`src/rtl/usrt_pkg.sv`:
```
// usrt_pkg: register map, field positions and reset values for the serial status block.
// assumes a plain register port with word-aligned byte addresses.
package usrt_pkg;
    localparam logic [7:0] OFF_CTRL     = 8'h00;
    localparam logic [7:0] OFF_MODE     = 8'h04;
    localparam logic [7:0] OFF_IRQ_SET  = 8'h08;
    localparam logic [7:0] OFF_IRQ_CLR  = 8'h0c;
    localparam logic [7:0] OFF_IRQ_MASK = 8'h10;
    localparam logic [7:0] OFF_STATUS   = 8'h18 - 8'h04;
    localparam logic [7:0] OFF_RX_HOLD  = 8'h18;
    localparam logic [7:0] OFF_TX_HOLD  = 8'h1c;
    localparam logic [7:0] OFF_TIMEOUT  = 8'h24;

    // status bit positions
    localparam int B_RXAV   = 0;
    localparam int B_TXFR   = 1;
    localparam int B_BRK    = 2;
    localparam int B_OVR    = 5;
    localparam int B_FRAME  = 6;
    localparam int B_PAR    = 7;
    localparam int B_TMO    = 8;
    localparam int B_TXEMP  = 9;
    localparam int B_ITER   = 10;
    localparam int B_RXBUF  = 12;
    localparam int B_NACK   = 13;
    localparam int B_CHG_LO = 16;
    localparam int B_IMG_LO = 20;
    localparam int B_MAN    = 24;
    localparam int B_MANA   = 20;
    localparam int B_SYNH   = 15;

    // control command bit positions (self-clearing pulses)
    localparam int C_CLRSTA = 8;
    localparam int C_BRK    = 9;
    localparam int C_ARM    = 11;
    localparam int C_RSTNAK = 14;
    localparam int C_RXEN   = 4;
    localparam int C_RXDIS  = 5;
    localparam int C_TXEN   = 6;
    localparam int C_TXDIS  = 7;

    localparam logic [31:0] MASK_VALID = 32'h011f_37e7;
    localparam logic [31:0] MASK_RST   = 32'h0000_0000;
    localparam logic [31:0] MODE_RST   = 32'h0000_0000;
    localparam logic [15:0] TMO_RST    = 16'h0000;

    // operating modes
    typedef enum logic [3:0] {
        USRT_NORMAL = 4'h0, USRT_RS485 = 4'h1, USRT_HSHK = 4'h2, USRT_MODEM = 4'h3,
        USRT_ISO_T0 = 4'h4, USRT_ISO_T1 = 4'h6, USRT_IRDA = 4'h8,
        USRT_SPI_M  = 4'he, USRT_SPI_S  = 4'hf
    } usrt_mode_t;

    typedef enum logic [1:0] {
        USRT_CLK_MOD = 2'b00, USRT_CLK_DIV = 2'b01, USRT_CLK_RSV = 2'b10, USRT_CLK_EXT = 2'b11
    } usrt_clksel_t;

    // line-side events, one-cycle pulses
    typedef struct packed {
        logic rx_done;
        logic rx_cmd;
        logic [8:0] rx_char;
        logic parity_fault;
        logic framing_fault;
        logic overrun_fault;
        logic break_seen;
        logic manchester_fault;
        logic nack_seen;
        logic repeat_limit;
        logic underrun;
        logic timeout;
    } usrt_line_ev_t;

    // modem input levels
    typedef struct packed {
        logic cts;
        logic dcd;
        logic dsr;
        logic ri;
    } usrt_modem_t;

    // character handed to the shifter
    typedef struct packed {
        logic       cmd;
        logic [8:0] chr;
    } usrt_txchar_t;
endpackage : usrt_pkg

```
`src/rtl/usrt_status.sv`:
```
// usrt_status: mode, mask, channel status and holding registers of a serial transceiver.
// assumes the shifter and line logic sit outside and report events as one-cycle pulses.
// How it works
// RULE1: mode field picks one of nine operating modes
// RULE2: clock-source field picks module, divided or external clock
// RULE3: mask-set write sets mask bits written one
// RULE4: mask-clear write clears mask bits written one
// RULE5: mask readable; irq only for enabled flags
// RULE6: manchester enable mirrored at bits 20 and 24
// RULE7: status shows live modem input levels
// RULE8: modem change flags sticky until status read
// RULE9: manchester fault sticky until status reset
// RULE10: nack flag sticky until nack reset
// RULE11: rx dma full mirrored live
// RULE12: bit 10 repeat limit or spi-slave underrun
// RULE13: tx empty needs holding and shifter empty
// RULE14: timeout flag sets, zero when timeout off
// RULE15: framing flag sticky until status reset
// RULE16: parity, overrun, break flags sticky likewise
// RULE17: tx ready low when busy, break, disabled
// RULE18: rx ready set on char, cleared by read
// RULE19: rx holding gives char and command marker
// RULE20: tx holding write queues char and marker
// RULE21: software writes tx holding only when ready
// RULE22: status reset clears five error flags together; code clears six, repeat limit included
// RULE23: change during status read is not lost
`timescale 1ns/10ps
module usrt_status
    import usrt_pkg::*;
(
    input  wire logic          mclk,
    input  wire logic          rst,
    input  wire logic [7:0]    addr,
    input  wire logic [31:0]   wdata,
    input  wire logic          wr,
    input  wire logic          rd,
    output logic      [31:0]   rdata,
    input  wire usrt_line_ev_t line_ev,
    input  wire usrt_modem_t   modem_in,
    input  wire logic          rx_dma_full,
    input  wire logic          tx_shift_busy,
    input  wire logic          tx_take,
    output usrt_txchar_t       tx_char,
    output logic               tx_char_valid,
    output logic               begin_break_pend,
    output logic               arm_idle_timer_cmd,
    output logic               clear_nack_cmd,
    output usrt_mode_t         op_mode,
    output usrt_clksel_t       clock_source_sel,
    output logic [1:0]         char_length_sel,
    output logic               rx_enabled,
    output logic               tx_enabled,
    output logic [15:0]        timeout_value,
    output logic               irq
);
    logic [31:0]  mode_r;
    logic [31:0]  mask_r;
    logic [31:0]  mask_nxt;
    logic         rx_en_r;
    logic         tx_en_r;
    logic [15:0]  tmo_r;
    logic [3:0]   modem_prev_r;
    logic [3:0]   chg_r;
    logic         manchester_fault_flag;
    logic         nack_r;
    logic         iter_r;
    logic         tmo_flag_r;
    logic         frame_r;
    logic         parity_fault;
    logic         overrun_fault;
    logic         break_seen;
    logic         rx_char_avail;
    logic [9:0]   rx_hold_r;
    logic         hold_full_r;
    usrt_txchar_t tx_hold_r;
    logic         brk_r;
    logic         tx_slot_free;
    logic         tx_all_drained;
    logic [31:0]  status;
    logic [3:0]   modem_now;

    // address compare used by every register process except the read-data case
    function automatic logic hit(input logic [7:0] a, input logic [7:0] off);
        hit = (a == off);
    endfunction : hit

    wire wr_ctrl   = wr & hit(addr, OFF_CTRL);
    wire rd_status = rd & hit(addr, OFF_STATUS);
    wire rst_sta   = wr_ctrl & wdata[C_CLRSTA];
    assign modem_now = {modem_in.cts, modem_in.dcd, modem_in.dsr, modem_in.ri};

    // mode register: mode, clock source, length
    always_ff @(posedge mclk or posedge rst) begin
        if (rst) begin
            mode_r <= MODE_RST;
            tmo_r  <= TMO_RST;
        end else begin
            if (wr & hit(addr, OFF_MODE)) begin
                mode_r <= wdata;
            end
            if (wr & hit(addr, OFF_TIMEOUT)) begin
                tmo_r <= wdata[15:0];
            end
        end
    end
    // RULE1: reserved codes pass through unchanged
    assign op_mode          = usrt_mode_t'(mode_r[3:0]);
    // RULE2: clock source selection field
    assign clock_source_sel = usrt_clksel_t'(mode_r[5:4]);
    assign char_length_sel  = mode_r[7:6];
    assign timeout_value    = tmo_r;

    // mask set and clear; bit 24 folds onto 20
    always_comb begin
        mask_nxt = mask_r;
        if (wr & hit(addr, OFF_IRQ_SET)) begin
            // RULE3: set on ones
            mask_nxt = mask_r | (wdata & MASK_VALID);
            // RULE6: alias position acts the same
            mask_nxt[B_MANA] = mask_r[B_MANA] | wdata[B_MAN] | wdata[B_MANA];
        end
        if (wr & hit(addr, OFF_IRQ_CLR)) begin
            // RULE4: clear on ones
            mask_nxt = mask_r & ~wdata;
            mask_nxt[B_MANA] = mask_r[B_MANA] & ~(wdata[B_MAN] | wdata[B_MANA]);
        end
        mask_nxt[B_MAN] = 1'b0;
    end

    always_ff @(posedge mclk or posedge rst) begin
        if (rst) begin
            mask_r <= MASK_RST;
        end else begin
            mask_r <= mask_nxt;
        end
    end

    // enables and self-clearing command pulses
    always_ff @(posedge mclk or posedge rst) begin
        if (rst) begin
            rx_en_r <= 1'b0;
            tx_en_r <= 1'b0;
        end else if (wr_ctrl) begin
            if (wdata[C_RXDIS]) begin
                rx_en_r <= 1'b0;
            end else if (wdata[C_RXEN]) begin
                rx_en_r <= 1'b1;
            end
            if (wdata[C_TXDIS]) begin
                tx_en_r <= 1'b0;
            end else if (wdata[C_TXEN]) begin
                tx_en_r <= 1'b1;
            end
        end
    end
    assign rx_enabled         = rx_en_r;
    assign tx_enabled         = tx_en_r;
    assign arm_idle_timer_cmd = wr_ctrl & wdata[C_ARM];
    assign clear_nack_cmd     = wr_ctrl & wdata[C_RSTNAK];

    // modem change flags; set beats read clear
    always_ff @(posedge mclk or posedge rst) begin
        if (rst) begin
            modem_prev_r <= 4'h0;
            chg_r        <= 4'h0;
        end else begin
            modem_prev_r <= modem_now;
            // RULE8: sticky until status read
            // RULE23: fresh change survives the read
            chg_r <= (rd_status ? 4'h0 : chg_r) | (modem_now ^ modem_prev_r);
        end
    end

    // error flags; event wins over status reset
    always_ff @(posedge mclk or posedge rst) begin
        if (rst) begin
            manchester_fault_flag <= 1'b0;
            frame_r               <= 1'b0;
            parity_fault          <= 1'b0;
            overrun_fault         <= 1'b0;
            break_seen            <= 1'b0;
            iter_r                <= 1'b0;
            nack_r                <= 1'b0;
        end else begin
            // RULE22: six flags cleared together
            // RULE9: manchester sticky
            manchester_fault_flag <= (manchester_fault_flag & ~rst_sta) | line_ev.manchester_fault;
            // RULE15: framing sticky
            frame_r       <= (frame_r & ~rst_sta) | line_ev.framing_fault;
            // RULE16: parity, overrun, break sticky
            parity_fault  <= (parity_fault & ~rst_sta) | line_ev.parity_fault;
            overrun_fault <= (overrun_fault & ~rst_sta) | line_ev.overrun_fault;
            break_seen    <= (break_seen & ~rst_sta) | line_ev.break_seen;
            // RULE12: meaning follows spi-slave mode
            iter_r <= (iter_r & ~rst_sta) | ((op_mode == USRT_SPI_S) ? line_ev.underrun
                                                                     : line_ev.repeat_limit);
            // RULE10: nack sticky until nack reset
            nack_r <= (nack_r & ~clear_nack_cmd) | line_ev.nack_seen;
        end
    end

    // timeout flag: rearm clears, expiry sets
    always_ff @(posedge mclk or posedge rst) begin
        if (rst) begin
            tmo_flag_r <= 1'b0;
        end else begin
            // RULE14: set on expiry since arm
            tmo_flag_r <= ((tmo_flag_r & ~arm_idle_timer_cmd) | line_ev.timeout)
                          & (tmo_r != 16'h0000);
        end
    end

    // receive holding; data kept while disabled so ready returns on enable
    always_ff @(posedge mclk or posedge rst) begin
        if (rst) begin
            rx_hold_r   <= 10'h000;
            hold_full_r <= 1'b0;
        end else begin
            if (line_ev.rx_done) begin
                rx_hold_r   <= {line_ev.rx_cmd, line_ev.rx_char};
                hold_full_r <= 1'b1;
            end else if (rd & hit(addr, OFF_RX_HOLD)) begin
                hold_full_r <= 1'b0;
            end
        end
    end
    // RULE18: ready masked while disabled
    assign rx_char_avail = hold_full_r & rx_en_r;

    // transmit holding and break request
    always_ff @(posedge mclk or posedge rst) begin
        if (rst) begin
            tx_hold_r     <= '0;
            tx_char_valid <= 1'b0;
            brk_r         <= 1'b0;
        end else begin
            // RULE20: queue char and sync marker
            if (wr & hit(addr, OFF_TX_HOLD)) begin
                tx_hold_r     <= {wdata[B_SYNH], wdata[8:0]};
                tx_char_valid <= 1'b1;
            end else if (tx_take) begin
                tx_char_valid <= 1'b0;
            end
            if (wr_ctrl & wdata[C_BRK]) begin
                brk_r <= 1'b1;
            end else if (~tx_char_valid & ~tx_shift_busy) begin
                brk_r <= 1'b0;
            end
        end
    end
    assign tx_char          = tx_hold_r;
    assign begin_break_pend = brk_r;
    // RULE17: ready needs enable, empty slot, no break
    assign tx_slot_free   = tx_en_r & ~tx_char_valid & ~brk_r;
    // RULE13: both stages empty and enabled
    assign tx_all_drained = tx_en_r & ~tx_char_valid & ~tx_shift_busy;

    // channel status assembly
    always_comb begin
        status = 32'h0000_0000;
        status[B_RXAV]  = rx_char_avail;
        status[B_TXFR]  = tx_slot_free;
        status[B_BRK]   = break_seen;
        status[B_OVR]   = overrun_fault;
        status[B_FRAME] = frame_r;
        status[B_PAR]   = parity_fault;
        status[B_TMO]   = tmo_flag_r;
        status[B_TXEMP] = tx_all_drained;
        status[B_ITER]  = iter_r;
        // RULE11: live mirror
        status[B_RXBUF] = rx_dma_full;
        status[B_NACK]  = nack_r;
        status[B_CHG_LO+3:B_CHG_LO] = chg_r;
        // RULE7: live modem levels
        status[B_IMG_LO+3:B_IMG_LO] = modem_now;
        status[B_MAN]   = manchester_fault_flag;
    end

    // RULE5: irq from enabled flags only; manchester via folded bit
    assign irq = |(status[15:0] & mask_r[15:0]) | |(chg_r & mask_r[19:16])
               | (manchester_fault_flag & mask_r[B_MANA]);

    // read data, one cycle after strobe; unmapped reads zero
    always_ff @(posedge mclk or posedge rst) begin
        if (rst) begin
            rdata <= 32'h0000_0000;
        end else if (rd) begin
            case (addr)
                OFF_MODE:     rdata <= mode_r;
                // RULE6: both positions read the same
                OFF_IRQ_MASK: rdata <= mask_r | ({31'h0, mask_r[B_MANA]} << B_MAN);
                OFF_STATUS:   rdata <= status;
                // RULE19: char plus command marker at 15
                OFF_RX_HOLD:  rdata <= {16'h0000, rx_hold_r[9], 6'h00, rx_hold_r[8:0]};
                OFF_TIMEOUT:  rdata <= {16'h0000, tmo_r};
                default:      rdata <= 32'h0000_0000;
            endcase
        end else begin
            rdata <= 32'h0000_0000;
        end
    end

    // chk_ properties
    chk_mask_set_alias: assert property (@(posedge mclk) disable iff (rst) // RULE6
        (wr && addr == OFF_IRQ_SET && wdata[B_MAN]) |=> mask_r[B_MANA])
        else $error("alias enable write did not set mask");
    chk_mask_clear: assert property (@(posedge mclk) disable iff (rst) // RULE4
        (wr && addr == OFF_IRQ_CLR && wdata[B_PAR]) |=> !mask_r[B_PAR])
        else $error("mask clear ignored");
    chk_mask_set: assert property (@(posedge mclk) disable iff (rst) // RULE3
        (wr && addr == OFF_IRQ_SET && wdata[B_FRAME]) |=> mask_r[B_FRAME])
        else $error("mask set ignored");
    chk_chg_keep: assert property (@(posedge mclk) disable iff (rst) // RULE23
        (modem_now != modem_prev_r) |=> (chg_r != 4'h0))
        else $error("modem change lost");
    chk_chg_sticky: assert property (@(posedge mclk) disable iff (rst) // RULE8
        (chg_r[0] && !rd_status) |=> chg_r[0])
        else $error("change flag dropped without read");
    chk_frame_hold: assert property (@(posedge mclk) disable iff (rst) // RULE15
        (frame_r && !rst_sta) |=> frame_r)
        else $error("framing flag dropped");
    chk_sta_clear: assert property (@(posedge mclk) disable iff (rst) // RULE22
        (rst_sta && !line_ev.parity_fault && !line_ev.overrun_fault) |=>
        (!parity_fault && !overrun_fault))
        else $error("status reset missed");
    chk_tx_slot_free_off: assert property (@(posedge mclk) disable iff (rst) // RULE17
        (!tx_en_r || brk_r) |-> !status[B_TXFR])
        else $error("tx ready while blocked");
    chk_rx_read: assert property (@(posedge mclk) disable iff (rst) // RULE18
        (rd && addr == OFF_RX_HOLD && !line_ev.rx_done) |=> !rx_char_avail)
        else $error("rx ready not cleared by read");
    chk_tmo_zero: assert property (@(posedge mclk) disable iff (rst) // RULE14
        (tmo_r == 16'h0000) |=> !tmo_flag_r)
        else $error("timeout flag with zero value");
    chk_nack_hold: assert property (@(posedge mclk) disable iff (rst) // RULE10
        (nack_r && !clear_nack_cmd) |=> nack_r)
        else $error("nack flag dropped");
    chk_man_hold: assert property (@(posedge mclk) disable iff (rst) // RULE9
        (manchester_fault_flag && !rst_sta) |=> manchester_fault_flag)
        else $error("manchester flag dropped");
    chk_brk_hold: assert property (@(posedge mclk) disable iff (rst) // RULE16
        (break_seen && !rst_sta) |=> break_seen)
        else $error("break flag dropped");
endmodule : usrt_status

```
`config.mk`:
```
export PLATFORM = sky130hd
export DESIGN_NAME = usrt_status
export DESIGN_NICKNAME = d
export VERILOG_FILES = /design/src/rtl/usrt_pkg.sv /design/src/rtl/usrt_status.sv
export SDC_FILE = /design/constraint.sdc
export NUM_CORES = 1
export LEC_CHECK = 0
export ABC_AREA = 1
export BUFFER_PORTS_ARGS = -buffer_cell sky130_fd_sc_hd__buf_2
export CORE_ASPECT_RATIO = 0.9
export CORE_MARGIN = 1
export CORE_UTILIZATION = 59
export DETAILED_ROUTE_END_ITERATION = 12
export PLACE_DENSITY = 0.83
export SLEW_MARGIN = 20
export SYNTH_ARGS = -nofsm -noshare
export SYNTH_HDL_FRONTEND = slang
export SYNTH_SLANG_ARGS = --single-unit
```
`constraint.sdc`:
```
create_clock -name mclk -period 11.4 [get_ports mclk]
set_input_delay 1.71 -clock mclk [delete_from_list [all_inputs] [get_ports mclk]]
set_output_delay 1.71 -clock mclk [all_outputs]
set_load 0.01 [all_outputs]
```
==> results.py <==
metrics = {
    "clock_tree": {
        "cts_tree": "built",
        "cts_max_path_buffers": 2,
        "cts-root-buf": "clkbuf_16",
        "htreeDepth": 4,
        "clkTransAtPathRegs_ns": 0.06,
        "post_cts_resize_count": 0,
        "worstSkewPairLatency_ns": 0.42,
        "cts_sinks": 152,
        "holdBufCountCts": 0,
        "cts_made_buffers": 17,
        "postCtsSetupBuffers": 0,
    },
    "die": {
        "die_h_microns": 103.4,
        "dieArea_sq_mm": 0.01186,
        "start_util": 0.6137,
        "placementRows": 36,
        "io-pin-count": 144,
        "coreArea_sq_mm": 0.01099,
        "dieWidth_microns": 114.7,
    },
    "global_routing": {
        "grt_pass1_vias": 5429,
        "grt_antenna_before_repair": 0,
        "grt.overflow.total": 0,
        "grt_pass1_wl_microns": 27980,
        "track_usage": 0.3197,
        "grt_start_max_net_pins": 90,
    },
    "power_and_ir_drop": {
        "p_leak_uw": 0.004417,
        "power_density_mw_per_mm2": 151.7,
        "peakVddDrop_mv": 0.1243,
    },
    "layout": {
        "area_delta_synth_final_pct": 19.29,
        "fin_cells": 1086,
        "final_util": 0.7321,
        "fin_nets": 993,
        "seqCellArea_sq_mm": 0.003804,
        "fillers": 880,
        "multiInputGateArea_sq_mm": 0.002328,
        "drive_gt1_frac": 0.2163,
        "antenna_cells": 0,
    },
    "sta": {
        "finalHoldViolCount": 0,
        "skew_ns": 0.005116,
        "timing.final.crit_share": 0.4203,
        "drv_slew": 0,
        "rsz0062_at_grt": "no",
        "fmax_ghz": 0.2087,
        "finalSetupViolations": 0,
        "relSlewSlack": 0.3985,
        "tns_ns": 0,
        "worst_slack_ns": 6.609,
        "worst_pin_slew_ns": 0.9002,
        "holdWs_ns": 0.4840,
        "fin_crit_ns": 4.791,
    },
    "routing": {
        "ant_nets": 0,
        "viasPerCell": 5.371,
        "firstDrtPassIters": 5,
        "totalWireLength_microns": 17700,
        "num_vias": 5833,
        "drc_errors": 0,
        "wl_per_cell_microns": 16.30,
        "first_iter_violations": 433,
    },
    "min_path": {
        "min_path_type": "reg -> reg",
    },
    "critical_path": {
        "crit_path_end_kind": "output port",
        "cp.arrival_ns": 3.08,
        "path_max_fanout": 13,
        "required_ns": 9.69,
        "start_kind": "primary input",
        "worstSetupPathType": "in -> out",
    },
    "synth": {
        "synth_common_cells": "196 x nand2_1, 152 x dfrtp_1, 103 x inv_1",
        "avgSynthCellArea_sq_um": 8.485,
        "synth_top_area_cell": "dfrtp_1",
        "yosysUniqueCellTypes": 27,
        "syn-cell-area_sq_mm": 0.006745,
        "synth.area.top_cells": "dfrtp_1 56%, nand2_1 11%, o21ai_0 5.9%, inv_1 5.7%, nand3_1 5.3%",
        "netlist.area_leader.share": 0.5639,
        "syn-num-nets": 866,
        "async_flop_share": 1.000,
        "ys_warn_count": 0,
        "yosysSeqAreaShare": 0.5639,
        "synth_edf_count": 0,
        "synth_ff_type": "dfrtp_1",
        "syn_inst": 795,
        "ys_ff_latch": 152,
        "synth_most_common_cell": "nand2_1",
    },
    "placement": {
        "dp_slack_ns": 6.651,
        "place_hpwl_microns": 11940,
        "gp_congestion": 0.9117,
        "io_buffer_count": 143,
        "dp_cells": 1055,
    },
    "run_status": {
        "status": "finished, final reports clean",
    },
    "job": {
        "cap_violations": 0,
    },
}
-- layer usage --
metal	up-vias	wire length (microns)	track usage
met4	0	432	0.1309
met1	2752	7428	0.4314
met2	298	8079	0.4979
met3	42	1762	0.08741
met5	-	0	0
li1	2741	-	-
-- kinds of logic after synthesis --
logic type | Yosys count | share of synthesized area
compound gates | 122 | 0.09497
xor+xnor | 4 | 0.005193
buf+inv | 142 | 0.09163
flops | 152 | 0.5639
mux | 1 | 0.001484
simple gates | 374 | 0.2428
-- power breakdown --
| group | leakage [uW] | total, uW | internal (uW) | switching [uW] |
|---|---|---|---|---|
| clock network | 0.000277 | 565 | 348 | 217 |
| registers | 0.00194 | 574 | 559 | 15.6 |
| logic | 0.00220 | 81.8 | 27.3 | 54.6 |
| total | 0.00442 | 1220 | 934 | 287 |
-- worst max-delay path, cell delays in order --
cell and delay [ns]:
buf_2 0.12, inv_1 0.06, nand2_2 0.11, nor2_4 0.33, nand2_2 0.14, nor2_2 0.23
inv_1 0.14, nor2_1 0.10, buf_2 0.14
-- worst paths after layout --
kind                                           startpoint                  endpoint  slack [ns]  cells past startpoint
worst max-delay path                              addr[6]            clear_nack_cmd        6.61                      9
worst min-delay path             rx_hold_r[1]$_DFFE_PP0P_  rx_hold_r[1]$_DFFE_PP0P_        0.48                      2
worst max register to register  tx_char_valid$_DFFE_PP0P_        rdata[1]$_DFF_PP0_       10.07                      7
worst min register to register   rx_hold_r[1]$_DFFE_PP0P_  rx_hold_r[1]$_DFFE_PP0P_        0.48                      2
max in group asynchronous                             rst    mask_r[15]$_DFFE_PP0P_        8.64                      3
min in group asynchronous                             rst    mode_r[18]$_DFFE_PP0P_        1.46                      2
-- state kept, by name (all words and copies together) (netlist names), 4 cells and up --
signal         cells
mode_r            32
rx_hold_r         10
tx_char           10
mask_r            31
modem_prev_r       4
timeout_value     16
chg_r              4
rdata             32
-- layout by cell type, fill, tap and decap left out, types with 4 or more instances in the layout --
master	synthesis	final
nand2_1	196	196
dfrtp_1	152	152
buf_2	11	143
inv_1	103	102
o21ai_0	79	79
nor2_1	73	73
nand3_1	72	72
a21oi_1	28	28
clkbuf_16	0	17
nor2_4	10	10
o21ai_1	5	5
nand4_1	5	5
a21o_1	5	5
clkinvlp_4	0	5
nand3_2	4	4
nor2_2	4	4
nor3_1	4	4
xnor2_1	4	4
o21a_1	4	4
-- through the flow --
stage	power, uW	cell area (sq um)
final	1221	8046
after global routing	1258	8046
after CTS	1224	8041
after detailed placement	663.6	7447
after global placement	660.9	7447
after floorplan	624.6	6745
-- area by class of cell --
cell class | instances | area share
Sequential cell | 152 | 0.4727
Multi-Input combinational cell | 501 | 0.2894
Timing Repair Buffer | 145 | 0.09081
Clock buffer | 19 | 0.05505
Inverter | 105 | 0.04960
Tap cell | 152 | 0.02364
Clock inverter | 12 | 0.01882
Power figures use the tool's default switching activity.
